`config.mk`:
```
export PLATFORM = sky130hd
export DESIGN_NAME = dmsfe_top
export DESIGN_NICKNAME = d
export VERILOG_FILES = /design/src/dmsfe_sync.v /design/src/dmsfe_top.v
export VERILOG_INCLUDE_DIRS = /design/src /design/src/common
export SDC_FILE = /design/constraint.sdc
export NUM_CORES = 1
export LEC_CHECK = 0
export ABC_AREA = 1
export BUFFER_PORTS_ARGS = -buffer_cell sky130_fd_sc_hd__buf_2
export CAP_MARGIN = 20
export CORE_AREA = 2 2 96 98
export DETAILED_ROUTE_END_ITERATION = 10
export DIE_AREA = 0 0 98 100
export PLACE_DENSITY = 0.8
export REMOVE_ABC_BUFFERS = 1
export SLEW_MARGIN = 20
export SYNTH_ARGS = -nofsm -noshare
export SYNTH_HDL_FRONTEND = slang
export SYNTH_SLANG_ARGS = --single-unit
```
`constraint.sdc`:
```
create_clock -name clk -period 2.42 [get_ports clk]
set_input_delay 0.242 -clock clk [delete_from_list [all_inputs] [get_ports clk]]
set_output_delay 0.242 -clock clk [all_outputs]
set_load 0.01 [all_outputs]
```
`src/common/dmsfe_map.vh`:
```
// constants of the dual mode serial front end
`ifndef DMSFE_MAP_VH
`define DMSFE_MAP_VH

// =====================================================================
// asynchronous character timing, in carrier clock periods
`define DMSFE_ETU_TICKS    9'd372
`define DMSFE_ETU_LAST     9'd371
`define DMSFE_ETU_HALF     9'd186
`define DMSFE_TICK_ZERO    9'd0
`define DMSFE_TICK_ONE     9'd1

// =====================================================================
// asynchronous character framing
`define DMSFE_TX_LAST_BIT  4'd11
`define DMSFE_RX_START_BIT 4'd0
`define DMSFE_RX_PAR_BIT   4'd9
`define DMSFE_ATR_LAST     3'd7
`define DMSFE_ATR_BITS     64

// =====================================================================
// synchronous bus framing
`define DMSFE_BYTE_DONE    4'd8
`define DMSFE_CNT_ZERO     4'd0
`define DMSFE_CNT_ONE      4'd1
`define DMSFE_ADDR_HI      4
`define DMSFE_ADDR_LO      1
`define DMSFE_RW_BIT       0

// =====================================================================
// state codes
`define DMSFE_S_IDLE       3'd0
`define DMSFE_S_ADDR       3'd1
`define DMSFE_S_ACK        3'd2
`define DMSFE_S_WR         3'd3
`define DMSFE_S_RD         3'd4
`define DMSFE_S_RACK       3'd5
`define DMSFE_A_IDLE       2'd0
`define DMSFE_A_TX         2'd1
`define DMSFE_A_RX         2'd2

// =====================================================================
// synchroniser reset levels: scl, sda, reset pad, mode strap
`define DMSFE_SYNC_RST     4'hE

`endif

```
`src/dmsfe_sync.v`:
```
// two flip-flop synchroniser for pin inputs
`timescale 1ns/10ps
module dmsfe_sync #(
  parameter W       = 4,          // number of bits
  parameter RST_VAL = {W{1'b0}}   // level held during reset
) (
  input  wire         clk,        // core clock
  input  wire         rst,        // synchronous reset, active high
  input  wire         ce,         // clock enable
  input  wire [W-1:0] d,          // asynchronous inputs
  output wire [W-1:0] q           // synchronised outputs
);

  reg [W-1:0] meta_q;             // first stage, read only by second
  reg [W-1:0] sync_q;             // second stage

  // ===================================================================
  // two stages
  always @(posedge clk) begin
    if (rst) begin
      meta_q <= RST_VAL;
      sync_q <= RST_VAL;
    end else if (ce) begin
      meta_q <= d;
      sync_q <= meta_q;
    end
  end

  assign q = sync_q;

endmodule // dmsfe_sync

```
`src/dmsfe_top.v`:
```
// dual mode serial front end: card character link and two-wire bus slave
//
// Overview of operation
// - async bit cell lasts 372 carrier periods
// - sync write bits sampled on rising clock
// - sync read bits changed on falling clock
// - async reset release sends 64-bit answer bytes
// - no answer sequence in sync mode
// - floating reset pin reads inactive, pulled up
// - one data pin, driven low or released
// - respond only to own four-bit address
// - data changes with clock high: start/stop
// - start is data falling while clock high
`timescale 1ns/10ps
`include "dmsfe_map.vh"
module dmsfe_top (
  input  wire        clk,         // core clock, 100 MHz
  input  wire        rst,         // synchronous reset, active high
  input  wire        ce,          // clock enable, freezes all state when low
  input  wire        pin_clk_i,   // card carrier clock or serial bus clock pin
  input  wire        pin_rst_n_i, // card reset pin, pulled up in the pad
  input  wire        pin_io_i,    // data pin level as seen on the wire
  output wire        pin_io_o,    // data pin output level, always low
  output wire        pin_io_oe_n, // data pin drive enable, low while pulling low
  input  wire        async_mode_i,// mode strap: 1 card character mode, 0 bus
  input  wire [3:0]  dev_addr_i,  // own bus address
  input  wire [63:0] atr_data_i,  // answer-to-reset bytes, byte 0 in bits 7:0
  input  wire [7:0]  tx_data_i,   // next byte to send
  input  wire        tx_valid_i,  // tx_data_i holds a byte (async mode)
  output wire        tx_take_o,   // pulse: tx_data_i has been taken
  output wire [7:0]  rx_byte_o,   // last received byte
  output wire        rx_valid_o,  // pulse: rx_byte_o is new
  output wire        rx_perr_o,   // parity error of last async byte
  output wire        selected_o,  // bus transfer addressed to this device
  output wire        atr_busy_o   // answer-to-reset in progress
);

  wire [3:0] pins_s;              // synchronised pins
  wire       scl_s;               // clock pin
  wire       sda_s;               // data pin
  wire       rstp_s;              // reset pin, high inactive
  wire       async_s;             // mode strap

  reg        scl_p_q;             // clock pin, one cycle back
  reg        sda_p_q;             // data pin, one cycle back
  reg        rstp_p_q;            // reset pin, one cycle back
  reg        io_o_q;              // output level flop
  reg        oe_n_q;              // pin drive enable
  reg  [7:0] rx_byte_q;           // received byte
  reg        rx_valid_q;          // received strobe
  reg        rx_perr_q;           // parity error
  reg        tx_take_q;           // byte taken strobe
  reg        sel_q;               // addressed
  reg        atr_busy_q;          // answer sequence running
  reg  [2:0] atr_idx_q;           // answer byte index
  reg  [2:0] s_state_q;           // bus state
  reg        rw_q;                // bus read flag
  reg  [3:0] cnt_q;               // bit counter, both modes
  reg  [7:0] sh_q;                // shift register, bus mode
  reg  [1:0] a_state_q;           // character state
  reg  [8:0] etu_q;               // carrier tick counter within a cell
  reg [11:0] txsh_q;              // outgoing character, lsb first
  reg  [8:0] rxsh_q;              // incoming data and parity

  // ===================================================================
  // pin synchronisers; the reset pad is pulled up so it idles high
  dmsfe_sync #(
    .W       (4),
    .RST_VAL (`DMSFE_SYNC_RST)
  ) u_sync (
    .clk (clk),
    .rst (rst),
    .ce  (ce),
    .d   ({pin_clk_i, pin_io_i, pin_rst_n_i, async_mode_i}),
    .q   (pins_s)
  );

  assign scl_s   = pins_s[3];
  assign sda_s   = pins_s[2];
  assign rstp_s  = pins_s[1];
  assign async_s = pins_s[0];

  // ===================================================================
  // edge and condition detection
  wire scl_rise = scl_s & ~scl_p_q;
  wire scl_fall = ~scl_s & scl_p_q;
  wire bus_start = scl_s & scl_p_q & sda_p_q & ~sda_s;
  wire bus_stop  = scl_s & scl_p_q & ~sda_p_q & sda_s;
  wire car_tick  = scl_rise;                             // carrier period
  wire io_fall   = sda_p_q & ~sda_s;
  wire rst_rise  = rstp_s & ~rstp_p_q;
  wire addr_hit  = (sh_q[`DMSFE_ADDR_HI:`DMSFE_ADDR_LO] == dev_addr_i);

  // even parity of a byte
  function par8;
    input [7:0] b;
    begin
      par8 = ^b;
    end
  endfunction

  // source of the next async character
  wire [7:0] atr_byte = atr_data_i[{atr_idx_q, 3'b000} +: 8];
  wire [7:0] a_byte   = atr_busy_q ? atr_byte : tx_data_i;

  // ===================================================================
  // both protocol engines; one process so every flop has one driver
  always @(posedge clk) begin
    if (rst) begin
      scl_p_q    <= 1'b1;     // matches the clock synchroniser reset level
      sda_p_q    <= 1'b1;
      rstp_p_q   <= 1'b1;
      io_o_q     <= 1'b0;
      oe_n_q     <= 1'b1;
      rx_byte_q  <= 8'h00;
      rx_valid_q <= 1'b0;
      rx_perr_q  <= 1'b0;
      tx_take_q  <= 1'b0;
      sel_q      <= 1'b0;
      atr_busy_q <= 1'b0;
      atr_idx_q  <= 3'h0;
      s_state_q  <= `DMSFE_S_IDLE;
      rw_q       <= 1'b0;
      cnt_q      <= `DMSFE_CNT_ZERO;
      sh_q       <= 8'h00;
      a_state_q  <= `DMSFE_A_IDLE;
      etu_q      <= `DMSFE_TICK_ZERO;
      txsh_q     <= 12'hFFF;
      rxsh_q     <= 9'h000;
    end else if (ce) begin
      scl_p_q    <= scl_s;
      sda_p_q    <= sda_s;
      rstp_p_q   <= rstp_s;
      io_o_q     <= 1'b0;
      rx_valid_q <= 1'b0;
      tx_take_q  <= 1'b0;
      if (!async_s) begin
        // bus mode: no answer sequence, reset pin ignored
        atr_busy_q <= 1'b0;
        a_state_q  <= `DMSFE_A_IDLE;
        if (bus_start) begin
          s_state_q <= `DMSFE_S_ADDR;
          cnt_q     <= `DMSFE_CNT_ZERO;
          oe_n_q    <= 1'b1;
          sel_q     <= 1'b0;
        end else if (bus_stop) begin
          s_state_q <= `DMSFE_S_IDLE;
          oe_n_q    <= 1'b1;
          sel_q     <= 1'b0;
        end else begin
          case (s_state_q)
            `DMSFE_S_ADDR, `DMSFE_S_WR: begin
              if (scl_rise && cnt_q != `DMSFE_BYTE_DONE) begin
                sh_q  <= {sh_q[6:0], sda_s};
                cnt_q <= cnt_q + `DMSFE_CNT_ONE;
              end else if (scl_fall && cnt_q == `DMSFE_BYTE_DONE) begin
                if (s_state_q == `DMSFE_S_WR) begin
                  rx_byte_q  <= sh_q;
                  rx_valid_q <= 1'b1;
                  oe_n_q     <= 1'b0;       // acknowledge
                  s_state_q  <= `DMSFE_S_ACK;
                end else if (addr_hit) begin
                  rw_q      <= sh_q[`DMSFE_RW_BIT];
                  sel_q     <= 1'b1;
                  oe_n_q    <= 1'b0;
                  s_state_q <= `DMSFE_S_ACK;
                end else begin
                  s_state_q <= `DMSFE_S_IDLE;
                end
              end
            end
            `DMSFE_S_ACK: begin
              if (scl_fall) begin
                if (rw_q) begin
                  oe_n_q    <= tx_data_i[7];
                  sh_q      <= {tx_data_i[6:0], 1'b1};
                  tx_take_q <= 1'b1;
                  cnt_q     <= `DMSFE_CNT_ONE;
                  s_state_q <= `DMSFE_S_RD;
                end else begin
                  oe_n_q    <= 1'b1;
                  cnt_q     <= `DMSFE_CNT_ZERO;
                  s_state_q <= `DMSFE_S_WR;
                end
              end
            end
            `DMSFE_S_RD: begin
              if (scl_fall) begin
                if (cnt_q == `DMSFE_BYTE_DONE) begin
                  oe_n_q    <= 1'b1;        // free line for host acknowledge
                  s_state_q <= `DMSFE_S_RACK;
                end else begin
                  oe_n_q <= sh_q[7];
                  sh_q   <= {sh_q[6:0], 1'b1};
                  cnt_q  <= cnt_q + `DMSFE_CNT_ONE;
                end
              end
            end
            `DMSFE_S_RACK: begin
              if (scl_rise) begin
                s_state_q <= sda_s ? `DMSFE_S_IDLE : `DMSFE_S_ACK;
                sel_q     <= ~sda_s;
              end
            end
            default: begin
              oe_n_q    <= 1'b1;
              s_state_q <= `DMSFE_S_IDLE;
            end
          endcase
        end
      end else if (!rstp_s) begin
        // card held in reset: idle, line released
        s_state_q  <= `DMSFE_S_IDLE;
        sel_q      <= 1'b0;
        a_state_q  <= `DMSFE_A_IDLE;
        atr_busy_q <= 1'b0;
        oe_n_q     <= 1'b1;
      end else begin
        s_state_q <= `DMSFE_S_IDLE;
        sel_q     <= 1'b0;
        if (rst_rise) begin
          atr_busy_q <= 1'b1;
          atr_idx_q  <= 3'h0;
        end
        case (a_state_q)
          `DMSFE_A_IDLE: begin
            oe_n_q <= 1'b1;
            if (atr_busy_q || tx_valid_i) begin
              txsh_q    <= {2'b11, par8(a_byte), a_byte, 1'b0};
              tx_take_q <= ~atr_busy_q;
              etu_q     <= `DMSFE_TICK_ZERO;
              cnt_q     <= `DMSFE_CNT_ZERO;
              a_state_q <= `DMSFE_A_TX;
            end else if (io_fall) begin
              etu_q     <= `DMSFE_ETU_HALF;
              cnt_q     <= `DMSFE_RX_START_BIT;
              a_state_q <= `DMSFE_A_RX;
            end
          end
          `DMSFE_A_TX: begin
            oe_n_q <= txsh_q[0];
            if (car_tick) begin
              if (etu_q == `DMSFE_ETU_LAST) begin
                etu_q  <= `DMSFE_TICK_ZERO;
                txsh_q <= {1'b1, txsh_q[11:1]};
                cnt_q  <= cnt_q + `DMSFE_CNT_ONE;
                if (cnt_q == `DMSFE_TX_LAST_BIT) begin
                  a_state_q <= `DMSFE_A_IDLE;
                  if (atr_busy_q) begin
                    atr_idx_q  <= atr_idx_q + 3'h1;
                    atr_busy_q <= (atr_idx_q != `DMSFE_ATR_LAST);
                  end
                end
              end else begin
                etu_q <= etu_q + `DMSFE_TICK_ONE;
              end
            end
          end
          `DMSFE_A_RX: begin
            oe_n_q <= 1'b1;
            if (car_tick) begin
              if (etu_q == `DMSFE_ETU_LAST) begin
                etu_q  <= `DMSFE_TICK_ZERO;
                cnt_q  <= cnt_q + `DMSFE_CNT_ONE;
                rxsh_q <= {sda_s, rxsh_q[8:1]};
                if (cnt_q == `DMSFE_RX_START_BIT && sda_s) begin
                  a_state_q <= `DMSFE_A_IDLE;  // glitch, not a start bit
                end else if (cnt_q == `DMSFE_RX_PAR_BIT) begin
                  rx_byte_q  <= rxsh_q[8:1];
                  rx_perr_q  <= par8(rxsh_q[8:1]) ^ sda_s;
                  rx_valid_q <= 1'b1;
                  a_state_q  <= `DMSFE_A_IDLE;
                end
              end else begin
                etu_q <= etu_q + `DMSFE_TICK_ONE;
              end
            end
          end
          default: begin
            a_state_q <= `DMSFE_A_IDLE;
          end
        endcase
      end
    end
  end

  // ===================================================================
  // outputs straight from flops
  assign pin_io_o    = io_o_q;
  assign pin_io_oe_n = oe_n_q;
  assign tx_take_o   = tx_take_q;
  assign rx_byte_o   = rx_byte_q;
  assign rx_valid_o  = rx_valid_q;
  assign rx_perr_o   = rx_perr_q;
  assign selected_o  = sel_q;
  assign atr_busy_o  = atr_busy_q;

endmodule // dmsfe_top

```
==> results of run 1 <==
[cell type report]
cell class              count  area [sq um]  area share [%]
repair buffers            109           576            10.3
clock buffers               9           124            2.21
multi-input cells         553          2820            50.3
flip-flops and latches     73          1460            26.0
clock inverters             7          78.8            1.40
inverters                 109           412            7.33
well taps                 111           139            2.47
[layer usage]
| layer | global-route usage (%) | routed length, um | part of all wire (%) |
|---|---|---|---|
| met5 | 0 | 0 | 0 |
| met4 | 8.01 | 221 | 1.7 |
| met3 | 4.53 | 688 | 5.4 |
| met2 | 48.5 | 6380 | 50 |
| met1 | 31.5 | 5550 | 43 |
[layout by cell type (no fill, tap or decap), types with 12 or more instances in the layout]
cell / count
dfxtp_1: 73
buf_2: 97
nand3_1: 71
nand2_1: 206
a21oi_1: 60
o21ai_1: 20
buf_4: 12
inv_1: 95
nor2_1: 47
o21ai_0: 44
[cell usage after synthesis, drive strengths merged, types with 3 or more instances]
| cell type | number | area, sq um |
|---|---|---|
| nand4 | 11 | 81.3 |
| a31oi | 3 | 18.8 |
| a221oi | 5 | 43.8 |
| clkinv | 4 | 17.5 |
| a21oi | 60 | 300 |
| inv | 105 | 394 |
| a211oi | 8 | 72.6 |
| clkbuf | 15 | 57.6 |
| nor2 | 49 | 199 |
| nand3 | 71 | 355 |
| o2111ai | 4 | 35.0 |
| xnor2 | 7 | 61.3 |
| xor2 | 9 | 78.8 |
| o211ai | 9 | 67.6 |
| o21ai | 64 | 320 |
| buf | 14 | 77.6 |
| nor3 | 12 | 86.3 |
| dfxtp | 73 | 1460 |
| nand2 | 212 | 821 |
| or2 | 3 | 18.8 |
| ha | 11 | 138 |
[flip-flops by register name, summed over array words and instances (netlist names), 2 cells and up]
signal,cells
u_sync.meta_q,4
atr_idx_q,3
sh_q,8
etu_q,9
cnt_q,4
s_state_q,3
txsh_q,10
a_state_q,2
rx_byte_o,8
u_sync.q,4
rxsh_q,8
[kinds of logic (layout without fill, tap and decap cells)]
family / count (synthesis) / count (layout) / synth area share (%)
buffers and inverters: 138 / 234 / 11.3
AND/OR/NAND/NOR: 362 / 362 / 32.9
adder cells (fa/ha/maj): 11 / 11 / 2.85
XOR/XNOR: 16 / 16 / 2.91
flip-flops: 73 / 73 / 30.3
other: 1 / 1 / 0.0777
AO/OA/AOI/OAI: 163 / 163 / 19.6
[path summary, 6_finish.rpt]
kind                                                 endpoint  slack, ns  depth (start not counted)
worst max-delay path                rx_byte_o[2]$_SDFFE_PP0P_       0.31                         10
worst min-delay path            u_sync.meta_q[1]$_SDFFE_PP1P_       0.09                          3
worst max register to register      rx_byte_o[2]$_SDFFE_PP0P_       0.31                         10
worst min register to register      rx_byte_o[6]$_SDFFE_PP0P_       0.44                          2
[power by group]
part           switching (W)  internal, W
Sequential         0.0000582      0.00128
Combinational       0.000511     0.000292
Clock               0.000492     0.000484
[what timing repair did]
action | CTS | global route
resized for setup | 0 | 1
setup endpoints to repair | 0 | 4
buffers inserted | 0 | 0
hold endpoints to repair | 0 | 0
[through the flow]
| step | worst slack (ns) | hold slack (ns) | utilization, % | instance area (sq um) | instances |
|---|---|---|---|---|---|
| floorplan | 0.130 | 0.311 | - | 4690 | 735 |
| global placement | 0.375 | 0.431 | 60.8 | 5400 | 955 |
| detailed placement | 0.216 | 0.433 | 60.8 | 5400 | 955 |
| CTS | 0.209 | 0.0845 | 63.1 | 5610 | 971 |
| global route | 0.0337 | 0.103 | 63.2 | 5610 | 971 |
| finish | 0.314 | 0.0913 | 63.2 | 5610 | 971 |
[worst max-delay path: cells and delay by family (launching register included)]
| family | cells | cell delay (ns) |
|---|---|---|
| flops | 1 | 0.38 |
| fa+ha+maj | 1 | 0.23 |
| buf+inv | 2 | 0.28 |
| simple gates | 4 | 0.68 |
| compound gates | 3 | 0.43 |
==> results_dict.tcl, run 1 <==
set metrics [dict create \
    avgViaCountPerCell 5.39 \
    die-area_sq_um 9800 \
    min_path_type "in2reg" \
    startpoint "etu_q[0]$_SDFFE_PP0P_" \
    status "finished clean" \
    synth_seq_cells 73 \
    clk_pin_slew_ns 0.09 \
    initial_core_util_pct 54.3 \
    root_buffer "clkbuf_8" \
    fillers 848 \
    ys.flop_type "dfxtp_1" \
    syn_to_final_growth_pct 16.4 \
    drtIter0Drc 256 \
    synth_edf_count 0 \
    grt-ovfl-total 0 \
    synth_cells 764 \
    syn-cell-area_sq_um 4820 \
    die_y_um 100 \
    avgSynthCellArea_sq_um 6.31 \
    finalCriticalPeriod_ns 2.11 \
    power_density_nw_per_um2 556 \
    fin_tns_setup_ns 0 \
    totalPowerFinal_w 0.00312 \
    cts_hold_buf 0 \
    grt_pass1_wl_um 21600 \
    rsz0062_at_grt "no" \
    min-delay-start "pin_rst_n_i" \
    path_cells "ha_1 -> nand4_1 -> inv_1 -> nand4_1 -> inv_1 -> nand2_1 -> o21ai_0 -> nand4_4 -> o21ai_1 -> a21oi_1" \
    skew_ns 0.00857 \
    slowest_stage "dfxtp_1" \
    grt_pass1_vias 4950 \
    yosysWarnings 0 \
    port_buffers 97 \
    clock_latency_ns 0.36 \
    drc 0 \
    maxCapViolCount 0 \
    slowest_delay_ns 0.38 \
    min_period_over_period_pct 87.0 \
    first_pass_iters 5 \
    cp.required_ns 2.67 \
    gp_congestion 0.911 \
    slew_violations 0 \
    die_w_um 98 \
    rows 35 \
    cts-htree-levels 3 \
    async_reset_ff_share_pct 0 \
    final_nets 950 \
    power_leakage_nw 2.71 \
    cp_max_fo 17 \
    startpoint_type "flop" \
    cts-buffers-inserted 9 \
    seq_area_frac_synth_pct 30.3 \
    drt-wirelength-per-cell_um 13.2 \
    worst_setup_path_end_kind "flop" \
    cts_tree "done" \
    relSlewSlack_pct 56.2 \
    finalWirelength_um 12800 \
    antenna_left 0 \
    clockBufferDepth 2 \
    critPathKind "reg2reg" \
    fmax_mhz 475 \
    setup_viol 0 \
    yosysUniqueCellTypes 47 \
    grt_max_degree 30 \
    io_pins 99 \
    rr_startpoint "etu_q[0]$_SDFFE_PP0P_" \
    core_sq_um 8890 \
    tightest_slew_ns 0.654 \
    antenna_found_initial 0 \
    drive_above_1_share_pct 17.8 \
    ir_worst_vdd_mv 0.465 \
    grt.total_usage_pct 26.4 \
    arrival_ns 2.35 \
    routed-via-count 5234 \
    clkSinkCount 73 \
    place_hpwl_um 9720 \
    antenna_cells 0 \
    finalHoldViolations 0 \
]
Note: power is estimated with default switching activity, not from simulation.
==> run 2: changes to the inputs <==
--- a/config.mk
+++ b/config.mk
@@ -9,10 +9,10 @@
 export ABC_AREA = 1
 export BUFFER_PORTS_ARGS = -buffer_cell sky130_fd_sc_hd__buf_2
 export CAP_MARGIN = 20
-export CORE_AREA = 2 2 96 98
+export CORE_AREA = 2 2 102 104
 export DETAILED_ROUTE_END_ITERATION = 10
-export DIE_AREA = 0 0 98 100
-export PLACE_DENSITY = 0.8
+export DIE_AREA = 0 0 104 106
+export PLACE_DENSITY = 0.75
 export REMOVE_ABC_BUFFERS = 1
 export SLEW_MARGIN = 20
 export SYNTH_ARGS = -nofsm -noshare
==> constraint.sdc (replaced) <==
create_clock -name clk -period 1.8 [get_ports clk]
set_input_delay 0.18 -clock clk [delete_from_list [all_inputs] [get_ports clk]]
set_output_delay 0.18 -clock clk [all_outputs]
set_load 0.01 [all_outputs]
==> results_dict.tcl, run 2 (synthesis gave the netlist of run 1 again) <==
set metrics [dict create \
    status "finished clean" \
    setup_viol 0 \
    grt-ovfl-total 0 \
    finalHoldViolations 0 \
    finalCriticalPeriod_ns 1.71 \
    clockBufferDepth 2 \
    drtIter0Drc 304 \
    seq_power_share_pct 40.8 \
    cts_tree "done" \
    drive_above_1_share_pct 31.6 \
    io_pins 99 \
    drt-wirelength-per-cell_um 13.2 \
    layout.cells.most_common "nand2_1" \
    die_w_um 104 \
    slew_violations 0 \
    finalWirelength_um 13900 \
    power_switching_w 0.00159 \
    reg_top3 "txsh_q: 10 flops, etu_q: 9 flops" \
    clk_pin_slew_ns 0.09 \
    root_buffer "clkbuf_8" \
    crit_buf_inv 3 \
    antenna_left 0 \
    gp_congestion 0.968 \
    place_hpwl_um 9950 \
    finalWorstSetupSlack_ns 0.0866 \
    power_density_nw_per_um2 685 \
    first_pass_iters 4 \
    clkSinkCount 73 \
    die-area_sq_um 11000 \
    ir_worst_vdd_mv 0.550 \
    antenna_cells 0 \
    min_path_type "in2reg" \
    syn_to_final_growth_pct 34.5 \
    avgViaCountPerCell 5.21 \
    cp_common_cell "buf_4" \
    port_buffers 97 \
    grt_pass1_wl_um 22200 \
    startpoint_type "flop" \
    cts_hold_buf 0 \
    fillers 933 \
    min_period_over_period_pct 95.2 \
    antenna_found_initial 0 \
    p_sw_share_pct 35.8 \
    arrival_ns 1.98 \
    fmax_mhz 584 \
    drc 0 \
    power_leakage_nw 3.06 \
    regMostFlops "txsh_q" \
    die_y_um 106 \
    register_area_sq_um 1480 \
    initial_core_util_pct 48.2 \
    slowest_delay_ns 0.34 \
    cts-htree-levels 3 \
    multi_input_area_sq_um 3110 \
    routed-via-count 5488 \
    grt_max_degree 38 \
    core_sq_um 10000 \
    path_cells "buf_4 -> ha_1 -> nor2_2 -> o221ai_4 -> nor2_4 -> inv_4 -> buf_4 -> a221oi_2" \
    cts-buffers-inserted 9 \
    critPathKind "reg2reg" \
    maxCapViolCount 0 \
    largest_register_ffs 10 \
    rows 37 \
    grt_pass1_vias 5016 \
    skew_ns 0.0138 \
    slowest_stage "dfxtp_2" \
    final_nets 1007 \
    worst_setup_path_end_kind "flop" \
    relSlewSlack_pct 53.8 \
    intPower_w 0.00285 \
    critPathTopFamily "compound AO/OA/AOI/OAI gates" \
    power_frac_comb_pct 31.9 \
    dpl_worst_slack_ns -0.132 \
    fin_hold_ws_ns 0.0255 \
    cp.required_ns 2.07 \
    cp_max_fo 6 \
    tightest_slew_ns 0.684 \
    clockPowerShare_pct 27.3 \
    grt.total_usage_pct 24.2 \
    clock_latency_ns 0.36 \
    rsz0062_at_grt "yes" \
    layout_common_cells "nand2_1, buf_2, inv_1" \
]
## run 2: changes by cell type in the layout (fill, tap and decap cells not counted), moves of 12 or more
cell,previous run,this run
nand2_1,206,191
nand2_2,4,18
dfxtp_1,73,61
nand3_1,71,58
nand3_2,0,12
buf_4,12,58
## run 2: repair_timing
item,in CTS,in global routing
pin swaps,0,24
setup buffers,1,7
gates resized for setup,6,93
endpoints found under the setup margin,19,44
cloned,0,4
## run 2: path summary, 6_finish.rpt
path,from,endpoint,depth (start not counted),slack (ns)
worst max-delay path,a_state_q[0]$_SDFFE_PP0P_,etu_q[5]$_SDFFE_PP0P_,8,0.09
worst min-delay path,pin_io_i,u_sync.meta_q[2]$_SDFFE_PP1P_,3,0.03
worst max register to register,a_state_q[0]$_SDFFE_PP0P_,etu_q[5]$_SDFFE_PP0P_,8,0.09
worst min register to register,rx_byte_o[1]$_SDFFE_PP0P_,rx_byte_o[1]$_SDFFE_PP0P_,2,0.45
## run 2: through the flow
step | area [sq um] | util, % | instances | setup TNS, ns | total power (W)
3_3_place_gp | 5830 | 58.3 | 1026 | -0.0756 | 0.00303
2_1_floorplan | 4690 | - | 735 | -2.90 | 0.00257
5_1_grt | 6490 | 64.9 | 1053 | -0.305 | 0.00472
6_report | 6490 | 64.9 | 1053 | 0 | 0.00444
3_5_place_dp | 5830 | 58.3 | 1026 | -0.480 | 0.00304
4_1_cts | 6040 | 60.4 | 1043 | 0 | 0.00426
## run 2: per-layer routing
layer | wire length, um | vias up | GRT usage [%]
li1 | - | 2806 | -
met2 | 6840 | 166 | 43.1
met1 | 6030 | 2491 | 28.9
met3 | 765 | 25 | 4.78
met4 | 252 | 0 | 9.17
met5 | 0 | - | 0
## run 2: power by group through the flow
stage / registers [W] / clock network, W / logic [W]
floorplan: 0.00184 / 0 / 0.000732
global placement: 0.00183 / 0 / 0.00120
detailed placement: 0.00183 / 0 / 0.00121
CTS: 0.00180 / 0.00125 / 0.00122
global route: 0.00183 / 0.00131 / 0.00158
finish: 0.00181 / 0.00121 / 0.00142
## run 2: layout make-up
class	instances	share of cell area [%]
Clock inverter	7	0.926
Sequential cell	73	22.8
Timing Repair Buffer	166	17.3
Clock buffer	9	1.91
Multi-Input combinational cell	553	48.0
Inverter	109	6.48
Tap cell	136	2.62
## run 2: worst min-delay path, cell delays in order
cell	delay [ns]
buf_2	0.07
nand2_1	0.04
nand3_1	0.06
==> run 3: changes to the inputs <==
--- a/config.mk
+++ b/config.mk
@@ -13,8 +13,10 @@
 export DETAILED_ROUTE_END_ITERATION = 10
 export DIE_AREA = 0 0 104 106
 export PLACE_DENSITY = 0.75
+export RECOVER_POWER = 50
 export REMOVE_ABC_BUFFERS = 1
 export SLEW_MARGIN = 20
 export SYNTH_ARGS = -nofsm -noshare
 export SYNTH_HDL_FRONTEND = slang
 export SYNTH_SLANG_ARGS = --single-unit
+export TNS_END_PERCENT = 50
==> results_dict.tcl, run 3 (synthesis gave the netlist of run 1 again) <==
set metrics [dict create \
    finalCriticalPeriod_ns 1.72 \
    finalWirelength_um 13800 \
    min_period_over_period_pct 95.5 \
    power_leakage_nw 3.00 \
    skew_ns 0.0143 \
    arrival_ns 1.99 \
    die_y_um 106 \
    power_density_nw_per_um2 688 \
    fin_area_sq_um 6450 \
    grt_pass1_vias 5016 \
    die-area_sq_um 11000 \
    clock_latency_ns 0.36 \
    utilization_pct 64.5 \
    grt.total_usage_pct 24.2 \
    fmax_mhz 582 \
    tightest_slew_ns 0.567 \
    clk_pin_slew_ns 0.09 \
    finalHoldViolations 0 \
    first_pass_iters 5 \
    io_pins 99 \
    gp_congestion 0.968 \
    wl_met1_um 6160 \
    totalPowerFinal_w 0.00444 \
    place_hpwl_um 9950 \
    finalNonFillerCells 1052 \
    slowest_stage "dfxtp_2" \
    clkSinkCount 73 \
    ir_worst_vdd_mv 0.551 \
    reg_top3 "txsh_q: 10 flops, etu_q: 9 flops" \
    cts_hold_buf 0 \
    port_buffers 97 \
    worst_setup_path_end_kind "flop" \
    die_w_um 104 \
    initial_core_util_pct 48.2 \
    wl_met2_um 6790 \
    layout.cells.most_common "nand2_1" \
    root_buffer "clkbuf_8" \
    cts-htree-levels 3 \
    largest_register_ffs 10 \
    core_sq_um 10000 \
    routed-via-count 5506 \
    rows 37 \
    setup_viol 0 \
    cts-buffers-inserted 9 \
    slew_violations 0 \
    wl_met3_um 624 \
    relSlewSlack_pct 61.7 \
    startpoint_type "flop" \
    clockBufferDepth 2 \
    path_cells "buf_4 -> ha_1 -> nand3_1 -> nor4_2 -> nand2_1 -> nor2_1 -> inv_1 -> a221oi_1" \
    drt-wirelength-per-cell_um 13.2 \
    power_switching_w 0.00159 \
    drive_above_1_share_pct 29.7 \
    power_frac_comb_pct 31.7 \
    top_layer "met4" \
    grt-ovfl-total 0 \
    placed_area_sq_um 5830 \
    syn_to_final_growth_pct 33.7 \
    grt_pass1_wl_um 22200 \
    slowest_delay_ns 0.34 \
    cp_max_fo 4 \
    intPower_w 0.00285 \
    antenna_found_initial 0 \
    crit_buf_inv 2 \
    cp.required_ns 2.07 \
    critPathTopFamily "simple AND/OR/NAND/NOR gates" \
    status "finished clean" \
    critPathKind "reg2reg" \
    maxCapViolCount 0 \
    seq_power_share_pct 40.9 \
    final_nets 1006 \
    p_sw_share_pct 35.9 \
    layout_common_cells "nand2_1, inv_1, buf_2" \
    placed_cells 1026 \
    rsz0062_at_grt "yes" \
    antenna_left 0 \
    min_path_type "in2reg" \
    avgViaCountPerCell 5.23 \
    antenna_cells 0 \
    drtIter0Drc 217 \
    clockPowerShare_pct 27.4 \
    regMostFlops "txsh_q" \
    drc 0 \
    cts_tree "done" \
    grt_max_degree 38 \
]
==> run 3: cell types whose count changed in the layout (fill, tap and decap cells not counted) <==
cell	before	now
clkbuf_1	0	15
buf_2	97	83
o21ai_2	7	6
nand2_1	191	192
nand2_2	18	17
buf_4	58	56
o21ai_1	15	16
==> run 3: area by class of cell <==
cell class	instances	area (sq um)
clock buffer	9	124
clock inverter	7	60.1
fill	945	3550
inverter	109	420
multi-input combinational	553	3110
sequential	73	1480
tap	136	170
timing repair buffer	165	1090
==> run 3: path summary, 6_finish.rpt <==
path | slack [ns] | cells after the start | endpoint | start
hold reg to reg | 0.45 | 2 | rx_byte_o[1]$_SDFFE_PP0P_ | rx_byte_o[1]$_SDFFE_PP0P_
hold / removal | 0.02 | 3 | u_sync.meta_q[2]$_SDFFE_PP1P_ | pin_io_i
setup / recovery | 0.08 | 8 | atr_idx_q[1]$_SDFFE_PP0P_ | cnt_q[0]$_SDFFE_PP0P_
setup reg to reg | 0.08 | 8 | atr_idx_q[1]$_SDFFE_PP0P_ | cnt_q[0]$_SDFFE_PP0P_
==> run 3: repair_timing <==
item                                    4_1_cts  5_1_grt
gates resized for setup                       6       92
cloned                                        0        4
pin swaps                                     0       22
buffers inserted                              1        6
endpoints found under the setup margin       19       44
==> run 3: routing by layer <==
metal,vias to the layer above,global-route usage (%)
li1,2805,-
met1,2528,28.9
met2,143,43.1
met3,30,4.78
met4,0,9.17
met5,-,0
==> run 3: per-stage QoR <==
step / setup WS (ns) / setup TNS, ns / hold WS (ns)
global route: -0.0787 / -0.334 / 0.0358
global placement: -0.0226 / -0.0756 / 0.391
finish: 0.0814 / 0 / 0.0199
CTS: 0.00643 / 0 / 0.0105
floorplan: -0.490 / -2.90 / 0.249
detailed placement: -0.132 / -0.480 / 0.395
==> run 3: worst register-to-register path, delay by kind of cell (launching register included) <==
family | cells | cell delay, ns
DFF | 1 | 0.34
adders and majority gates | 1 | 0.20
buffers and inverters | 2 | 0.21
and+or+nand+nor | 4 | 0.64
AOI/OAI and AO/OA | 1 | 0.26
==> run 3: power by group through the flow <==
stage | clock network, W | registers (W) | logic [W]
finish | 0.00122 | 0.00181 | 0.00141
global route | 0.00131 | 0.00183 | 0.00157
CTS | 0.00125 | 0.00180 | 0.00122
detailed placement | 0 | 0.00183 | 0.00121
global placement | 0 | 0.00183 | 0.00120
floorplan | 0 | 0.00184 | 0.000732
